===== config.mk =====
export PLATFORM = sky130hd
export DESIGN_NAME = vft_link
export DESIGN_NICKNAME = d
export VERILOG_FILES = /design/src/shared/vft_pkg.sv /design/src/core/vft_link.sv
export VERILOG_INCLUDE_DIRS = /design/src /design/src/shared
export SDC_FILE = /design/constraint.sdc
export NUM_CORES = 2
export LEC_CHECK = 0
export ABC_AREA = 1
export BUFFER_PORTS_ARGS = -buffer_cell sky130_fd_sc_hd__buf_2
export CAP_MARGIN = 10
export CORE_UTILIZATION = 30
export DETAILED_ROUTE_END_ITERATION = 6
export GPL_ROUTABILITY_DRIVEN = 0
export PLACE_DENSITY = 0.49
export REMOVE_ABC_BUFFERS = 1
export SLEW_MARGIN = 5
export SYNTH_ARGS = -nofsm -noshare
export SYNTH_HDL_FRONTEND = slang
export SYNTH_SLANG_ARGS = --single-unit

===== constraint.sdc =====
create_clock -name core_clk -period 91.8 [get_ports core_clk]
set_input_delay 18.36 -clock core_clk [delete_from_list [all_inputs] [get_ports core_clk]]
set_output_delay 18.36 -clock core_clk [all_outputs]
set_load 0.1 [all_outputs]

===== src/shared/vft_regs.svh =====
// Constants for the frame trigger and tracking return block
`ifndef VFT_REGS_SVH
`define VFT_REGS_SVH

`define VFT_TARGETS 8
`define VFT_COORD_W 16
`define VFT_FRAME_W 16
`define VFT_STAMP_W 32
`define VFT_LOST_W 16
`define VFT_FRAME_RST 16'h0000
`define VFT_STAMP_RST 32'h0000_0000
`define VFT_LOST_RST 16'h0000

`endif


===== src/shared/vft_pkg.sv =====
// Types for the frame trigger and tracking return block
`include "vft_regs.svh"

package vft_pkg;

    typedef struct packed {
        logic [`VFT_COORD_W-1:0] x;
        logic [`VFT_COORD_W-1:0] y;
    } vft_pos_type;

    typedef vft_pos_type [`VFT_TARGETS-1:0] vft_pos_set_type;

    typedef struct packed {
        logic [`VFT_FRAME_W-1:0] frame;
        logic [`VFT_STAMP_W-1:0] stamp;
        logic [`VFT_TARGETS-1:0] mask;
        vft_pos_set_type pos;
    } vft_rec_type;

    typedef enum logic [1:0] {
        VFT_IDLE,
        VFT_ARMED,
        VFT_CAPTURE,
        VFT_TRACK
    } vft_state_type;

endpackage


===== src/core/vft_link.sv =====
// Frame trigger handling, capture sequencing and tracking record return
// Functional notes
// - Each trigger accepted while armed: capture, append, track, prepare
// - Record returned on following trigger only
// - At most eight configured targets per record
// - Sent record also logged with session timestamp
// - Lost frame counter, cleared by command/reset
// - Close message closes files, block idles
`timescale 1ns/1ps
`default_nettype none
`include "vft_regs.svh"

module vft_link (
    input wire logic core_clk,                          // 20 MHz clock
    input wire logic nrst,                              // Async reset, active low
    input wire logic trig_pin,                          // Frame trigger from fiber
    input wire logic session_open,                      // Pulse: recording session begins
    input wire logic session_close,                     // Pulse: close message received
    input wire logic lost_clear,                        // Pulse: user clears lost count
    input wire logic [`VFT_TARGETS-1:0] target_enable,  // Configured target set
    input wire logic cam_done,                          // Pulse: camera image received
    input wire logic trk_done,                          // Pulse: tracking finished
    input wire logic [`VFT_TARGETS-1:0] trk_found,      // Targets found by tracker
    input wire vft_pkg::vft_pos_set_type trk_pos,       // Tracker positions
    input wire logic out_ready,                         // Link side accepts record
    output logic out_valid,                             // Record to controller valid
    output vft_pkg::vft_rec_type out_rec,               // Record to controller
    output logic cam_req,                               // Pulse: fetch one image
    output logic file_append,                           // Pulse: append image to file
    output logic trk_start,                             // Pulse: start tracking
    output logic files_close,                           // Pulse: close open files
    output logic log_valid,                             // Pulse: log record
    output vft_pkg::vft_rec_type log_rec,               // Record written to log
    output logic recording,                             // Session open
    output logic [`VFT_LOST_W-1:0] lost_count           // Lost frame count
);

    typedef struct packed {
        vft_pkg::vft_state_type st;
        logic trig_s1;
        logic trig_s2;
        logic trig_d;
        logic [`VFT_STAMP_W-1:0] stamp;
        logic [`VFT_FRAME_W-1:0] frame;
        logic [`VFT_LOST_W-1:0] lost;
        vft_pkg::vft_rec_type cur;
        vft_pkg::vft_rec_type held;
        logic held_v;
        vft_pkg::vft_rec_type head;
        logic head_v;
        vft_pkg::vft_rec_type tail;
        logic tail_v;
        logic cam_req;
        logic file_append;
        logic trk_start;
        logic files_close;
        logic log_valid;
        vft_pkg::vft_rec_type log_rec;
        logic rec;
    } vft_core_type;

    logic rst_meta_r;
    logic rst_sync_n_r;
    vft_core_type s_r;
    vft_core_type s_nxt;
    wire vft_pkg::vft_pos_set_type pos_kept;

    // Reset release through two flops
    always_ff @(posedge core_clk or negedge nrst) begin
        if (!nrst) begin
            rst_meta_r <= 1'b0;
            rst_sync_n_r <= 1'b0;
        end else begin
            rst_meta_r <= 1'b1;
            rst_sync_n_r <= rst_meta_r;
        end
    end

    // Targets outside the configured set never leave the block
    for (genvar g = 0; g < `VFT_TARGETS; g++) begin : g_keep
        assign pos_kept[g] = target_enable[g] ? trk_pos[g] : '0;
    end

    always_comb begin
        logic trig_ev;
        logic pop;
        logic push;
        logic room;
        vft_pkg::vft_rec_type push_rec;
        trig_ev = 1'b0;
        pop = 1'b0;
        push = 1'b0;
        room = 1'b0;
        push_rec = s_r.held;
        s_nxt = s_r;
        s_nxt.cam_req = 1'b0;
        s_nxt.file_append = 1'b0;
        s_nxt.trk_start = 1'b0;
        s_nxt.files_close = 1'b0;
        s_nxt.log_valid = 1'b0;

        s_nxt.trig_s1 = trig_pin;
        s_nxt.trig_s2 = s_r.trig_s1;
        s_nxt.trig_d = s_r.trig_s2;
        // Triggers are only ever followed, never generated here
        trig_ev = s_r.trig_s2 & ~s_r.trig_d;

        pop = s_r.head_v & out_ready;
        // Room counts the slot freed by a pop in the same cycle
        room = ~s_r.tail_v | pop;
        if (pop) begin
            s_nxt.head = s_r.tail;
            s_nxt.head_v = s_r.tail_v;
            s_nxt.tail_v = 1'b0;
        end

        if (s_r.st != vft_pkg::VFT_IDLE) begin
            s_nxt.stamp = s_r.stamp + `VFT_STAMP_W'(1);
        end

        // Clear first so a same-cycle loss still counts
        if (lost_clear) begin
            s_nxt.lost = `VFT_LOST_RST;
        end

        unique case (s_r.st)
            vft_pkg::VFT_IDLE: begin
                if (session_open) begin
                    s_nxt.st = vft_pkg::VFT_ARMED;
                    s_nxt.stamp = `VFT_STAMP_RST;
                    s_nxt.frame = `VFT_FRAME_RST;
                    s_nxt.held_v = 1'b0;
                end
            end
            vft_pkg::VFT_ARMED: begin
                if (trig_ev) begin
                    if (s_r.held_v && !room) begin
                        // Receiver stalled: the trigger is dropped as a lost frame
                        s_nxt.lost = s_nxt.lost + `VFT_LOST_W'(1);
                    end else begin
                        // Previous frame goes out only now
                        if (s_r.held_v) begin
                            push = 1'b1;
                            s_nxt.log_valid = 1'b1;
                            s_nxt.log_rec = s_r.held;
                        end
                        s_nxt.held_v = 1'b0;
                        s_nxt.cur.frame = s_r.frame;
                        s_nxt.cur.stamp = s_r.stamp;
                        s_nxt.frame = s_r.frame + `VFT_FRAME_W'(1);
                        s_nxt.cam_req = 1'b1;
                        s_nxt.st = vft_pkg::VFT_CAPTURE;
                    end
                end
            end
            vft_pkg::VFT_CAPTURE: begin
                if (trig_ev) begin
                    s_nxt.lost = s_nxt.lost + `VFT_LOST_W'(1);
                end
                if (cam_done) begin
                    s_nxt.file_append = 1'b1;
                    s_nxt.trk_start = 1'b1;
                    s_nxt.st = vft_pkg::VFT_TRACK;
                end
            end
            vft_pkg::VFT_TRACK: begin
                if (trig_ev) begin
                    s_nxt.lost = s_nxt.lost + `VFT_LOST_W'(1);
                end
                if (trk_done) begin
                    s_nxt.held = s_r.cur;
                    s_nxt.held.mask = trk_found & target_enable;
                    s_nxt.held.pos = pos_kept;
                    s_nxt.held_v = 1'b1;
                    s_nxt.st = vft_pkg::VFT_ARMED;
                end
            end
        endcase

        // Close wins over the pulses, the push and the state, but not a same-cycle lost count or pop; a record still held is discarded
        if (session_close && s_r.st != vft_pkg::VFT_IDLE) begin
            s_nxt.files_close = 1'b1;
            s_nxt.held_v = 1'b0;
            s_nxt.cam_req = 1'b0;
            s_nxt.file_append = 1'b0;
            s_nxt.trk_start = 1'b0;
            push = 1'b0;
            s_nxt.log_valid = 1'b0;
            s_nxt.st = vft_pkg::VFT_IDLE;
        end

        if (push) begin
            if (!s_nxt.head_v) begin
                s_nxt.head = push_rec;
                s_nxt.head_v = 1'b1;
            end else begin
                s_nxt.tail = push_rec;
                s_nxt.tail_v = 1'b1;
            end
        end

        // Session flag kept in a flop so the output is glitch free
        s_nxt.rec = (s_nxt.st != vft_pkg::VFT_IDLE);
    end

    always_ff @(posedge core_clk or negedge rst_sync_n_r) begin
        if (!rst_sync_n_r) begin
            s_r <= '0;
            s_r.st <= vft_pkg::VFT_IDLE;
        end else begin
            s_r <= s_nxt;
        end
    end

    assign out_valid = s_r.head_v;
    assign out_rec = s_r.head;
    assign cam_req = s_r.cam_req;
    assign file_append = s_r.file_append;
    assign trk_start = s_r.trk_start;
    assign files_close = s_r.files_close;
    assign log_valid = s_r.log_valid;
    assign log_rec = s_r.log_rec;
    assign recording = s_r.rec;
    assign lost_count = s_r.lost;

endmodule

`default_nettype wire


==> results.toml <==
[routing]
ant_nets = 0
drc_errors = 0
dr.pass1.iters = 7
wl_per_cell_um = 18.53
via_count = 42637
wl_um = 172600
vias_per_cell = 4.578
drtIter0Drc = 3422

[sta]
final_hold_viol_count = 0
fin_tns_setup_ps = 0
finalSetupViolations = 0
finalCriticalPeriod_ps = 22050
drv_slew = 0
rsz0062_at_grt = "false"
fin_crit_sh_pct = 24.02
relSlewSlack_pct = 24.54
fin_skew_ps = 38.27
worst_pin_slew_ps = 1132
max_freq_mhz = 45.35

[placement]
port_buffers = 927
post-dp-hpwl_um = 116700
placed_area_um2 = 61810

[final_layout]
syn2layout_area_growth_pct = 11.93
design_area_um2 = 67180
drive_above_1_share_pct = 20.18
fin_nets = 6812
fillCellCount = 20544

[setup_path]
cp_max_fo = 92
crit_arrival_ps = 22750
cp_slowest_cell = "buf_4"
crit_required_ps = 92500
crit_path_end_kind = "flip-flop"
slowest_delay_ps = 860
critPathKind = "primary input to flip-flop"
start_kind = "primary input"
crit_chain = "buf_2, nand2_4, nand2_1, nand3_4, nor2_4, nand2_4, buf_4, buf_4, o211ai_1, o21ai_0"

[clocking]
clk_pin_slew_ps = 60
hold_buffers = 0
cts_tree = "yes"
post_cts_buffers = 0
clock_latency_ps = 800
cts-root-buf = "clkbuf_16"
clockBufferDepth = 3
cts_max_level = 4
cts_resized = 0
cts_made_buffers = 157
cts.sinks = 1375

[yosys]
synth_top_area_share_pct = 57.33
async_flop_share_pct = 100.0
syn_avg_cell_area_um2 = 9.356
synth_seq_cells = 1375
synth_edf_count = 0
ys_top_cells_by_area = "dfrtp_1 (57%), buf_4 (8.0%), nand2_1 (7.6%), o21ai_0 (6.6%), o21ai_1 (4.5%)"
synth_area_um2 = 60020
synth_largest_area_cell = "dfrtp_1"
synth_common_cells = "dfrtp_1 (1375), nand2_1 (1215), o21ai_0 (792)"
yosys.cell_types.count = 38
ys.flop_type = "dfrtp_1"
ys.warnings.count = 0
synthCells = 6415
seq_area_frac_synth_pct = 57.33
synth_most_common_cell = "dfrtp_1"

[floorplanning]
fp.dieW_um = 449.3
fp-row-count = 163
core-area_um2 = 198000
initial_utilization_pct = 30.31
dieHeight_um = 449.3
dieArea_um2 = 201900
ios = 928

[flow_run]
drv_cap = 0

[global_routing]
gr-total-overflow = 0
grt_pass1_wl_um = 264100
grt_usage_pct = 16.82
grt_pass1_vias = 40972
antenna_found_initial = 33
grt_max_degree = 219

[status]
status = "finished, final reports clean"

[hold_path]
hp-class = "flip-flop to flip-flop"
[layer usage]
layer,GRT usage [%],up-vias,wire (um)
met4,6.650,12,6675
met1,21.34,20820,73500
met2,28.17,1004,85040
met5,0,-,67
li1,-,20498,-
met3,3.125,303,7331
[kinds of logic after synthesis]
group / Yosys count / synth area share, %
buffers and inverters: 1655 / 15.04
muxes: 103 / 1.932
DFF: 1375 / 57.33
and+or+nand+nor: 1698 / 11.52
adders and majority gates: 3 / 0.06254
AOI/OAI and AO/OA: 1576 / 14.05
other: 1 / 0.006248
xor gates and xnor gates: 4 / 0.05838
[worst paths after layout]
check                              from        endpoint  slack, ps  cells past startpoint
setup reg to reg              out_valid     out_rec[17]      86900                      9
max in group asynchronous          nrst    rst_sync_n_r      74360                      1
hold reg to reg              rst_meta_r    rst_sync_n_r        360                      0
setup / recovery              out_ready     out_rec[17]      69750                     10
hold / removal               rst_meta_r    rst_sync_n_r        360                      0
min in group asynchronous  rst_sync_n_r  lost_count[12]        480                      0
[registers in the layout (all words and copies together) (netlist names)]
name	cells
out_valid	1
file_append	1
cam_req	1
s_r	725
s_nxt	2
log_rec	312
rst_meta_r	1
rst_sync_n_r	1
log_valid	1
recording	1
files_close	1
lost_count	16
out_rec	312
[cell type report]
class                           instances  area, um2  share of cell area, %
Timing Repair Buffer                  979       5117                  7.617
Clock buffer                          237       4662                  6.939
Sequential cell                      1375      34410                  51.22
Tap cell                             2640       3303                  4.917
Clock inverter                         49      663.1                 0.9871
Inverter                              630       2366                  3.522
Antenna cell                           18      45.04                0.06705
Multi-Input combinational cell       3385      16610                  24.73
[cells in the final DEF (no fill, tap or decap), types with 2 or more instances in the layout]
cell / synthesis / final
diode_2: 0 / 18
clkinv_2: 1 / 23
nor2_2: 2 / 2
nor2_1: 104 / 103
buf_12: 0 / 7
nor3_1: 17 / 17
clkinvlp_4: 0 / 3
nand2_1: 1215 / 1213
o21a_1: 3 / 3
nand3_1: 334 / 334
xnor2_1: 3 / 3
nand4_1: 16 / 16
clkbuf_1: 193 / 39
clkinv_16: 0 / 2
o211ai_1: 209 / 209
mux2_2: 103 / 103
clkbuf_16: 0 / 159
inv_1: 627 / 627
buf_4: 642 / 45
o21ai_0: 792 / 792
a21oi_1: 24 / 24
nand3b_1: 3 / 3
nor2_4: 3 / 4
dfrtp_1: 1375 / 1374
clkinv_4: 0 / 2
clkbuf_8: 0 / 39
inv_16: 0 / 6
bufinv_16: 0 / 8
nand3_4: 1 / 2
ha_1: 3 / 3
nand2_4: 0 / 2
buf_2: 112 / 927
o22ai_1: 3 / 3
clkinv_8: 0 / 5
o21ai_1: 541 / 541
[stage by stage]
step	hold slack, ps	utilization (%)	std cells	setup WS, ps
2_1_floorplan	331.2	-	5390	50210
3_3_place_gp	339.6	31.21	9009	68920
3_5_place_dp	338.0	31.21	9009	68880
4_1_cts	358.9	33.90	9295	69750
5_1_grt	368.3	33.92	9308	69420
6_report	355.7	33.93	9313	69750
[critical path, delay by kind of cell]
| family | cells | cell delay, ps |
|---|---|---|
| AND/OR/NAND/NOR | 5 | 2010 |
| buffers and inverters | 3 | 1800 |
| AO/OA/AOI/OAI | 2 | 330 |
Power is left out: the tool's default activity adds up to more than one toggle a clock period on the data nets, which glitch-free logic cannot reach.
